**src/logic/bfc_defines.svh**
```systemverilog
// constants for the burst flash command controller
`ifndef BFC_DEFINES_SVH
`define BFC_DEFINES_SVH
// ======================================
// geometry
`define BFC_ADDR_W 20
`define BFC_DATA_W 32
`define BFC_WORDS_LARGE 1048576
`define BFC_WORDS_SMALL 524288
`define BFC_SEC_W 7
`define BFC_NUM_SEC 128
`define BFC_SEC_SHIFT 13
`define BFC_BANK_SPLIT 7'h60
`define BFC_WP_SEC_LO 7'h00
`define BFC_WP_SEC_HI 7'h5F
`define BFC_SECURE_BYTES 256
`define BFC_SECURE_IDX_W 6
// factory marking of the secured words, arbitrary value
`define BFC_SECURE_MARK 26'h2A5_C3E1
// ======================================
// command codes and unlock pattern (neutral values)
`define BFC_UNLOCK1 8'hAA
`define BFC_UNLOCK2 8'h55
`define BFC_CMD_PROG 8'hA0
`define BFC_CMD_ERASE 8'h80
`define BFC_CMD_SEC_ERASE 8'h30
`define BFC_CMD_BYPASS 8'h20
`define BFC_CMD_BYPASS_EXIT 8'h90
`define BFC_CMD_SUSPEND 8'hB0
`define BFC_CMD_RESUME 8'h31
`define BFC_CMD_RESET 8'hF0
`define BFC_CMD_PW_MODE 8'h60
`define BFC_CMD_PW_UNLOCK 8'h25
`define BFC_CMD_PROT_SET 8'h68
`define BFC_CMD_PROT_CLR 8'h69
`define BFC_CMD_SECURE 8'h77
// ======================================
// timing at 40 mhz
`define BFC_CLK_NS 25
`define BFC_PROG_NS 1000
`define BFC_PROG_CYC ((`BFC_PROG_NS + `BFC_CLK_NS - 1) / `BFC_CLK_NS)
`define BFC_ERASE_NS 100000
`define BFC_ERASE_CYC ((`BFC_ERASE_NS + `BFC_CLK_NS - 1) / `BFC_CLK_NS)
`define BFC_SLEEP_NS 2000
`define BFC_SLEEP_CYC ((`BFC_SLEEP_NS + `BFC_CLK_NS - 1) / `BFC_CLK_NS)
`define BFC_CNT_W 16
`endif

```
**src/logic/bfc_pkg.sv**
```systemverilog
// types for the burst flash command controller
package bfc_pkg;
  typedef enum logic [2:0] {
    bfc_idle, bfc_unl1, bfc_unl2, bfc_prog_data, bfc_erase_unl0, bfc_erase_unl1, bfc_erase_unl2, bfc_erase_cmd
  } bfc_cmd_type;
  typedef enum logic [1:0] {
    bfc_ready, bfc_programming, bfc_erasing, bfc_suspended
  } bfc_op_type;
  typedef enum logic {
    bfc_persistent, bfc_password
  } bfc_prot_type;
endpackage

```
**src/logic/bfc_ctrl.sv**
```systemverilog
// command decoder, embedded operation sequencer and protection for a two-bank flash
`timescale 1ns/1ps
`default_nettype none
`include "bfc_defines.svh"
module bfc_ctrl #(
  parameter bit LARGE_PART = 1'b1,
  parameter int ERASE_CYC = `BFC_ERASE_CYC
) (
  // clock and reset
  input wire logic clock,
  input wire logic rst,
  // parallel bus pins
  input wire logic chip_enable_n,
  input wire logic write_enable_n,
  input wire logic output_enable_n,
  input wire logic burst_address_load_n,
  input wire logic burst_clock,
  input wire logic [`BFC_ADDR_W-1:0] addr,
  input wire logic [`BFC_DATA_W-1:0] data_in,
  output logic [`BFC_DATA_W-1:0] data_out,
  output logic data_oe,
  // control pins
  input wire logic hw_reset_n,
  input wire logic write_protect_n,
  input wire logic low_supply,
  output logic ready_busy_n,
  output logic sleeping,
  output logic standby,
  // array port
  output logic array_wr,
  output logic array_erase,
  output logic [`BFC_SEC_W-1:0] array_sector,
  output logic [`BFC_ADDR_W-1:0] array_addr,
  output logic [`BFC_DATA_W-1:0] array_wdata,
  input wire logic [`BFC_DATA_W-1:0] array_rdata
);
  import bfc_pkg::*;

  // ======================================
  // pin synchronisers
  logic [7:0] s1_reg, s2_reg, s1_next, s2_next;
  logic [`BFC_ADDR_W-1:0] a1_reg, a2_reg;
  logic [`BFC_DATA_W-1:0] d1_reg, d2_reg;
  logic we_prev_reg;
  logic ce_n, we_n, oe_n, rst_pin_n, wp_n, lowv, adv_n, bclk;
  always_comb begin
    s1_next = {hw_reset_n, write_protect_n, low_supply, burst_address_load_n, burst_clock,
               output_enable_n, write_enable_n, chip_enable_n};
    s2_next = s1_reg;
  end
  always_ff @(posedge clock or posedge rst) begin
    if (rst) begin
      s1_reg <= 8'hD7;
      s2_reg <= 8'hD7;
      a1_reg <= '0;
      a2_reg <= '0;
      d1_reg <= '0;
      d2_reg <= '0;
      we_prev_reg <= 1'b1;
    end else begin
      s1_reg <= s1_next;
      s2_reg <= s2_next;
      a1_reg <= addr;
      a2_reg <= a1_reg;
      d1_reg <= data_in;
      d2_reg <= d1_reg;
      we_prev_reg <= we_n;
    end
  end
  assign ce_n = s2_reg[0];
  assign we_n = s2_reg[1];
  assign oe_n = s2_reg[2];
  assign bclk = s2_reg[3];
  assign adv_n = s2_reg[4];
  assign lowv = s2_reg[5];
  assign wp_n = s2_reg[6];
  assign rst_pin_n = s2_reg[7];

  // ======================================
  // write strobe: address and data latched on rising write edge
  logic wr_stb;
  logic [7:0] cmd;
  logic [`BFC_SEC_W-1:0] sec_of_addr;
  assign wr_stb = we_n && !we_prev_reg && !ce_n && !lowv && rst_pin_n;
  assign cmd = d2_reg[7:0];
  assign sec_of_addr = a2_reg[`BFC_ADDR_W-1:`BFC_ADDR_W-`BFC_SEC_W];

  // ======================================
  // protection
  logic [`BFC_NUM_SEC-1:0] prot_reg, prot_next;
  bfc_prot_type pmode_reg, pmode_next;
  logic pw_unlocked_reg, pw_unlocked_next;
  logic [`BFC_NUM_SEC-1:0] blocked;
  genvar g;
  generate
    for (g = 0; g < `BFC_NUM_SEC; g++) begin : g_block
      // outer large-bank sectors under write protect
      // protect bits hold in either mode
      assign blocked[g] = (!wp_n && (g == `BFC_WP_SEC_LO || g == `BFC_WP_SEC_HI)) || prot_reg[g];
    end
  endgenerate

  // ======================================
  // command sequencer and embedded operations
  bfc_cmd_type cst_reg, cst_next;
  bfc_op_type op_reg, op_next;
  logic bypass_reg, bypass_next;
  logic [`BFC_CNT_W-1:0] cnt_reg, cnt_next;
  logic [`BFC_CNT_W-1:0] ecnt_reg, ecnt_next;
  logic [`BFC_SEC_W-1:0] op_sec_reg, op_sec_next, es_sec_reg, es_sec_next;
  logic [`BFC_ADDR_W-1:0] op_addr_reg, op_addr_next;
  logic [`BFC_DATA_W-1:0] op_data_reg, op_data_next;
  logic toggle_reg, toggle_next;
  logic secure_reg, secure_next;
  logic bank_of_op, bank_of_addr, in_range;
  assign in_range = LARGE_PART || !a2_reg[`BFC_ADDR_W-1];
  assign bank_of_op = op_sec_reg >= `BFC_BANK_SPLIT;
  assign bank_of_addr = sec_of_addr >= `BFC_BANK_SPLIT;

  always_comb begin
    cst_next = cst_reg;
    op_next = op_reg;
    bypass_next = bypass_reg;
    cnt_next = cnt_reg;
    ecnt_next = ecnt_reg;
    op_sec_next = op_sec_reg;
    es_sec_next = es_sec_reg;
    op_addr_next = op_addr_reg;
    op_data_next = op_data_reg;
    prot_next = prot_reg;
    pmode_next = pmode_reg;
    pw_unlocked_next = pw_unlocked_reg;
    toggle_next = toggle_reg;
    secure_next = secure_reg;
    array_wr = 1'b0;
    array_erase = 1'b0;
    if (op_reg == bfc_programming || op_reg == bfc_erasing) begin
      toggle_next = !toggle_reg;
    end
    if (op_reg == bfc_programming) begin
      if (cnt_reg == '0) begin
        array_wr = 1'b1;
        op_next = (ecnt_reg != '0) ? bfc_suspended : bfc_ready;
      end else begin
        cnt_next = cnt_reg - 1'b1;
      end
    end else if (op_reg == bfc_erasing) begin
      if (ecnt_reg == '0) begin
        array_erase = 1'b1;
        op_next = bfc_ready;
      end else begin
        ecnt_next = ecnt_reg - 1'b1;
      end
    end
    if (wr_stb && in_range) begin
      if (cmd == `BFC_CMD_RESET && op_reg != bfc_programming && op_reg != bfc_erasing) begin
        cst_next = bfc_idle;
        secure_next = 1'b0;
      end else if (op_reg == bfc_erasing && cmd == `BFC_CMD_SUSPEND) begin
        op_next = bfc_suspended;
      end else if (op_reg == bfc_suspended && cmd == `BFC_CMD_RESUME && cst_reg == bfc_idle) begin
        op_next = bfc_erasing;
      end else begin
        unique case (cst_reg)
          bfc_idle: begin
            if (bypass_reg && cmd == `BFC_CMD_PROG) begin
              cst_next = bfc_prog_data;
            end else if (bypass_reg && cmd == `BFC_CMD_BYPASS_EXIT) begin
              bypass_next = 1'b0;
            end else if (cmd == `BFC_UNLOCK1) begin
              cst_next = bfc_unl1;
            end
          end
          bfc_unl1: cst_next = (cmd == `BFC_UNLOCK2) ? bfc_unl2 : bfc_idle;
          bfc_unl2: begin
            cst_next = bfc_idle;
            if (cmd == `BFC_CMD_PROG) begin
              cst_next = bfc_prog_data;
            end else if (cmd == `BFC_CMD_ERASE && op_reg == bfc_ready) begin
              cst_next = bfc_erase_unl0;
            end else if (cmd == `BFC_CMD_BYPASS) begin
              bypass_next = 1'b1;
            end else if (cmd == `BFC_CMD_PW_MODE) begin
              pmode_next = bfc_password;
              pw_unlocked_next = 1'b0;
            end else if (cmd == `BFC_CMD_PW_UNLOCK) begin
              pw_unlocked_next = 1'b1;
            end else if (cmd == `BFC_CMD_SECURE) begin
              secure_next = 1'b1;
            end else if (cmd == `BFC_CMD_PROT_SET || cmd == `BFC_CMD_PROT_CLR) begin
              if (pmode_reg == bfc_persistent || pw_unlocked_reg) begin
                prot_next[sec_of_addr] = (cmd == `BFC_CMD_PROT_SET);
              end
            end
          end
          bfc_prog_data: begin
            cst_next = bfc_idle;
            if (!blocked[sec_of_addr] && (op_reg == bfc_ready ||
                (op_reg == bfc_suspended && sec_of_addr != es_sec_reg))) begin
              op_next = bfc_programming;
              cnt_next = `BFC_CNT_W'(`BFC_PROG_CYC);
              op_addr_next = a2_reg;
              op_data_next = d2_reg;
              op_sec_next = sec_of_addr;
            end
          end
          bfc_erase_unl0: cst_next = (cmd == `BFC_UNLOCK1) ? bfc_erase_unl1 : bfc_idle;
          bfc_erase_unl1: cst_next = (cmd == `BFC_UNLOCK2) ? bfc_erase_cmd : bfc_idle;
          bfc_erase_cmd: begin
            cst_next = bfc_idle;
            if (cmd == `BFC_CMD_SEC_ERASE && !blocked[sec_of_addr]) begin
              op_next = bfc_erasing;
              ecnt_next = `BFC_CNT_W'(ERASE_CYC);
              op_sec_next = sec_of_addr;
              es_sec_next = sec_of_addr;
              op_addr_next = a2_reg;
            end
          end
        endcase
      end
    end
  end

  always_ff @(posedge clock or posedge rst) begin
    if (rst) begin
      cst_reg <= bfc_idle;
      op_reg <= bfc_ready;
      bypass_reg <= 1'b0;
      cnt_reg <= '0;
      ecnt_reg <= '0;
      op_sec_reg <= '0;
      es_sec_reg <= '0;
      op_addr_reg <= '0;
      op_data_reg <= '0;
      prot_reg <= '0;
      pmode_reg <= bfc_persistent;
      pw_unlocked_reg <= 1'b0;
      toggle_reg <= 1'b0;
      secure_reg <= 1'b0;
    end else if (!rst_pin_n) begin
      cst_reg <= bfc_idle;
      op_reg <= bfc_ready;
      bypass_reg <= 1'b0;
      cnt_reg <= '0;
      ecnt_reg <= '0;
      toggle_reg <= 1'b0;
      secure_reg <= 1'b0;
    end else begin
      cst_reg <= cst_next;
      op_reg <= op_next;
      bypass_reg <= bypass_next;
      cnt_reg <= cnt_next;
      ecnt_reg <= ecnt_next;
      op_sec_reg <= op_sec_next;
      es_sec_reg <= es_sec_next;
      op_addr_reg <= op_addr_next;
      op_data_reg <= op_data_next;
      prot_reg <= prot_next;
      pmode_reg <= pmode_next;
      pw_unlocked_reg <= pw_unlocked_next;
      toggle_reg <= toggle_next;
      secure_reg <= secure_next;
    end
  end

  // ======================================
  // read path, status and power
  logic busy_here, sel_read;
  logic [`BFC_DATA_W-1:0] dout_reg, dout_next;
  logic [`BFC_CNT_W-1:0] idle_reg, idle_next;
  logic [`BFC_ADDR_W-1:0] last_addr_reg;
  assign busy_here = (op_reg == bfc_programming || op_reg == bfc_erasing) && bank_of_op == bank_of_addr;
  assign sel_read = !ce_n && !oe_n;
  always_comb begin
    dout_next = secure_reg ? {`BFC_SECURE_MARK, a2_reg[`BFC_SECURE_IDX_W-1:0]} : array_rdata;
    if (busy_here) begin
      // polling bit inverted, toggle bit flips
      dout_next = '0;
      dout_next[7] = (op_reg == bfc_programming) ? !op_data_reg[7] : 1'b0;
      dout_next[6] = toggle_reg;
    end
    idle_next = (a2_reg != last_addr_reg || !adv_n || bclk) ? '0 :
                (idle_reg == `BFC_CNT_W'(`BFC_SLEEP_CYC)) ? idle_reg : idle_reg + 1'b1;
  end
  always_ff @(posedge clock or posedge rst) begin
    if (rst) begin
      dout_reg <= '0;
      idle_reg <= '0;
      last_addr_reg <= '0;
    end else begin
      dout_reg <= dout_next;
      idle_reg <= idle_next;
      last_addr_reg <= a2_reg;
    end
  end
  assign data_out = dout_reg;
  assign data_oe = sel_read && rst_pin_n;
  assign ready_busy_n = !(op_reg == bfc_programming || op_reg == bfc_erasing);
  assign sleeping = idle_reg == `BFC_CNT_W'(`BFC_SLEEP_CYC) && op_reg != bfc_programming && op_reg != bfc_erasing;
  assign standby = ce_n && rst_pin_n;
  assign array_sector = op_sec_reg;
  assign array_addr = (array_wr || array_erase) ? op_addr_reg : a2_reg;
  assign array_wdata = op_data_reg;
endmodule
`default_nettype wire

```
**config.mk**
```make
export PLATFORM = sky130hd
export DESIGN_NAME = bfc_ctrl
export DESIGN_NICKNAME = d
export VERILOG_FILES = /design/src/logic/bfc_pkg.sv /design/src/logic/bfc_ctrl.sv
export VERILOG_INCLUDE_DIRS = /design/src /design/src/logic
export SDC_FILE = /design/constraint.sdc
export NUM_CORES = 1
export LEC_CHECK = 0
export BUFFER_PORTS_ARGS = -buffer_cell sky130_fd_sc_hd__buf_4
export CAP_MARGIN = 25
export CELL_PAD_IN_SITES_DETAIL_PLACEMENT = 1
export CELL_PAD_IN_SITES_GLOBAL_PLACEMENT = 2
export CORE_MARGIN = 4
export CORE_UTILIZATION = 37
export CTS_BUF_LIST = sky130_fd_sc_hd__clkbuf_8
export DETAILED_ROUTE_END_ITERATION = 12
export PLACE_DENSITY = 0.89
export SLEW_MARGIN = 40
export SYNTH_ARGS = -nofsm -noshare
export SYNTH_HDL_FRONTEND = slang
export SYNTH_SLANG_ARGS = --single-unit
```
**constraint.sdc**
```tcl
create_clock -name clock -period 11.71 [get_ports clock]
set_input_delay 1.171 -clock clock [delete_from_list [all_inputs] [get_ports clock]]
set_output_delay 1.171 -clock clock [all_outputs]
set_load 0.005 [all_outputs]
```
==> run summary <==
IO buf count - 190
total core area - 46560 sq um
Overall Global Routing Usage - 0.1874
Top FF cell, synth - dfrtp_1
Core Rows - 79
total grt overflow - 0
Hold WC Path Type - flop to flop
clock-pin slew on the worst setup and hold paths - 0.06 ns
DRT antenna net count - 0
CTS tree - built
RePlAce Congestion - 0.8191
Post-Syn Area - 17420 sq um
# diodes - 0
initial antenna violation count - 0
Net Sw Frac - 0.2464
worst vdd rail ir drop - 0.09851 mV
Starting Density - 0.3741
nets - 1789
PD cells - 146.9 nW/um^2
Net Switching - 0.7582 mW
Area Growth Syn to Fin - 20.23%
Critical Path Sink - array_addr[15]
sequential element share of the synthesized area - 0.6015
async set-reset flop share out of synthesis - 1.000
internal power - 2.319 mW
Final period util - 0.4040
worst-case clock skew - 0.03128 ns
Die ar. - 50610 sq um
largest net degree at the start of global routing - 161
cts-stage hold buffer count - 0
Mean Syn Cell Area - 11.79 sq um
DR vias - 12180
fin crit period - 4.730 ns
number of synthesized flops with an enable pin - 0
Yosys cell types - 73
Root Buffer - clkbuf_8
Levels on crit path - 8
clock tree buffer depth - 3
Synth Warn # - 0
Maximum Capacitance Violations - 0
hpwl dp - 31440 microns
Pleak - 9.632 nW
worst reg2reg endpoint - array_wdata[28]$_DFFE_PP0P_
crit end category - output port
max reg flops - 128
number of buffers created by CTS - 70
cell family contributing the most delay on the critical path - simple AND/OR/NAND/NOR gates
post-synth net total - 1581
cells after synthesis - 1477
total power draw - 3.077 mW
drt total wl - 47260 microns
fmax - 0.2114 GHz
Fin Setup TNS - 0 ns
first-pass GRT wire length - 76000 microns
reg2reg start - a2_reg[15]$_DFF_PP0_
Hold Slack - 0.3464 ns
CP max FO - 20
crit path buf inv count - 2
Clk pwr share - 0.427
Critical path origin - ecnt_reg[3]$_DFF_PP0_
Flop pwr share - 0.500
number of global-route vias before repair - 13440
layout cells sized above 1 - 0.2631
Worst path most repeated cell - buf_4
Yosys reg bits - 418
IO Count - 191
critical-path cell list - or4_1 > nor3_1 > nand3_1 > nor2_1 > nor2_2 > buf_4 > mux2_2 > buf_4
Reg2Reg Setup Slack - 7.92 ns
post-CTS setup buffer count - 0
Req. time, crit path - 10.54 ns
reg2reg path depth - 9
Data arrival, critical path - 3.56 ns
RSZ-0062 raised after global routing - false
Final Slew Violations - 0
final core utilization - 0.4498
crit path kind - flop to output port
Setup crit start kind - flop
die height - 225.0 microns
worst skew pair latency - 0.65 ns
combinational power share - 0.073
dpl ws - 7.713 ns
Final Hold Vio Count - 0
Critical-path top delay cell - or4_1
max incr delay on CP - 0.63 ns
worst slew margin relative to its limit - 0.4419
CTS H-tree depth - 3
drt drc - 0
Starting DRT DRC Count - 785
Die X - 225.0 microns
worst slew pin tran - 0.8371 ns
clock sinks - 418
Pre-antenna DRT Iters - 5
Setup WS post-layout - 6.980 ns
Resize count post-CTS - 0
Avg WL per Cell - 20.16 microns
Via density - 5.198
setup violators final - 0
status - complete, no violations
power groups by stage:
stage | sequential, mW | combinational, mW | clock (mW)
finish | 1.54 | 0.225 | 1.31
floorplan | 1.55 | 0.128 | 0
CTS | 1.54 | 0.229 | 1.36
detailed placement | 1.56 | 0.227 | 0
global placement | 1.56 | 0.218 | 0
global route | 1.54 | 0.248 | 1.43
logic make-up (layout without fill, tap and decap cells):
family,Yosys count,count (layout),synth area share
AO/OA/AOI/OAI,263,263,0.09561
XOR/XNOR,65,65,0.03268
adder cells (fa/ha/maj),10,10,0.007183
buffers and inverters,105,365,0.03118
flip-flops,418,418,0.6015
multiplexers,167,167,0.1080
AND/OR/NAND/NOR,449,449,0.1238
cells in the mapped netlist, types with 3 or more instances:
master      n  area (sq um)
dfrtp_1   405         10130
nand2_1   159         596.8
nor2_1    116         435.4
o21ai_0   113         565.5
mux2_2     82         923.4
o31ai_1    66         495.5
mux2i_1    53         530.5
clkbuf_1   47         176.4
nor3_1     38         190.2
xnor2_1    38         332.8
xor2_1     27         236.5
nand3_1    23         115.1
inv_1      21         78.83
mux2_1     20         225.2
and2_1     18         112.6
o22ai_1    17         106.4
a21oi_1    14         70.07
buf_4      14         105.1
nand4_1    14         87.58
dfstp_2    13         341.6
nor4_1     13         81.33
nand2b_1   12         75.07
buf_2      11         55.05
nor2b_1    11         68.82
ha_1       10         125.1
mux2_4      9         135.1
buf_6       8         90.09
a22oi_1     7         52.55
o21ai_1     7         35.03
or4_1       7         52.55
a31oi_1     6         37.54
nor3b_1     5         37.54
a211oi_1    4         30.03
a221oi_1    3         26.28
and3_1      3         18.77
mux4_2      3         67.56
nor4b_1     3         26.28
o21a_1      3         22.52
or2_2       3         18.77
or3_1       3         18.77
how the worst min path moves through the flow:
| stage | from | endpoint | slack, ns | cells after the start |
|---|---|---|---|---|
| 2_1_floorplan | a1_reg[0]$_DFF_PP0_ | a2_reg[0]$_DFF_PP0_ | 0.33 | 0 |
| 6_report | a1_reg[13]$_DFF_PP0_ | a2_reg[13]$_DFF_PP0_ | 0.35 | 0 |
| 4_1_cts | d1_reg[7]$_DFF_PP0_ | d2_reg[7]$_DFF_PP0_ | 0.35 | 0 |
| 5_1_grt | a1_reg[1]$_DFF_PP0_ | a2_reg[1]$_DFF_PP0_ | 0.35 | 0 |
| 3_5_place_dp | d1_reg[30]$_DFF_PP0_ | d2_reg[30]$_DFF_PP0_ | 0.34 | 0 |
| 3_3_place_gp | d1_reg[11]$_DFF_PP0_ | d2_reg[11]$_DFF_PP0_ | 0.33 | 0 |
area by class of cell:
type	count	area [sq um]
fill	4932	25610
sequential	418	10480
multi-input combinational	954	6445
timing repair buffer	220	1750
clock buffer	86	1184
tap	607	759.5
clock inverter	38	241.5
inverter	21	82.58
metrics by stage:
| step | instance area, sq um | std cells |
|---|---|---|
| detailed placement | 19480 | 2219 |
| global placement | 19350 | 2211 |
| global route | 20940 | 2344 |
| CTS | 20910 | 2343 |
| finish | 20940 | 2344 |
| floorplan | 17420 | 1477 |
cells in the final DEF (no fill, tap or decap), types with 9 or more instances in the layout:
| master | n |
|---|---|
| nand4_1 | 14 |
| dfrtp_1 | 403 |
| xor2_1 | 27 |
| nand2b_1 | 12 |
| xnor2_1 | 38 |
| nor2_1 | 113 |
| clkinv_2 | 11 |
| buf_4 | 207 |
| o22ai_1 | 17 |
| mux2_4 | 9 |
| nor3_1 | 38 |
| clkbuf_8 | 86 |
| nand3_1 | 23 |
| o31ai_1 | 66 |
| and2_1 | 18 |
| inv_1 | 38 |
| dfstp_2 | 13 |
| mux2_2 | 82 |
| mux2_1 | 20 |
| o21ai_0 | 113 |
| ha_1 | 10 |
| mux2i_1 | 53 |
| nand2_1 | 159 |
| nor2b_1 | 11 |
| a21oi_1 | 14 |
| nor4_1 | 12 |
| buf_6 | 9 |
layer usage:
layer  global-route usage  vias up  share of wire
met2               0.3097      276           0.49
met1               0.2509     6219           0.44
li1                     -     5614              -
met4              0.05395        0          0.019
met3              0.04064       74          0.051
met5                    0        -              0
Note: power is estimated with default switching activity, not from simulation.
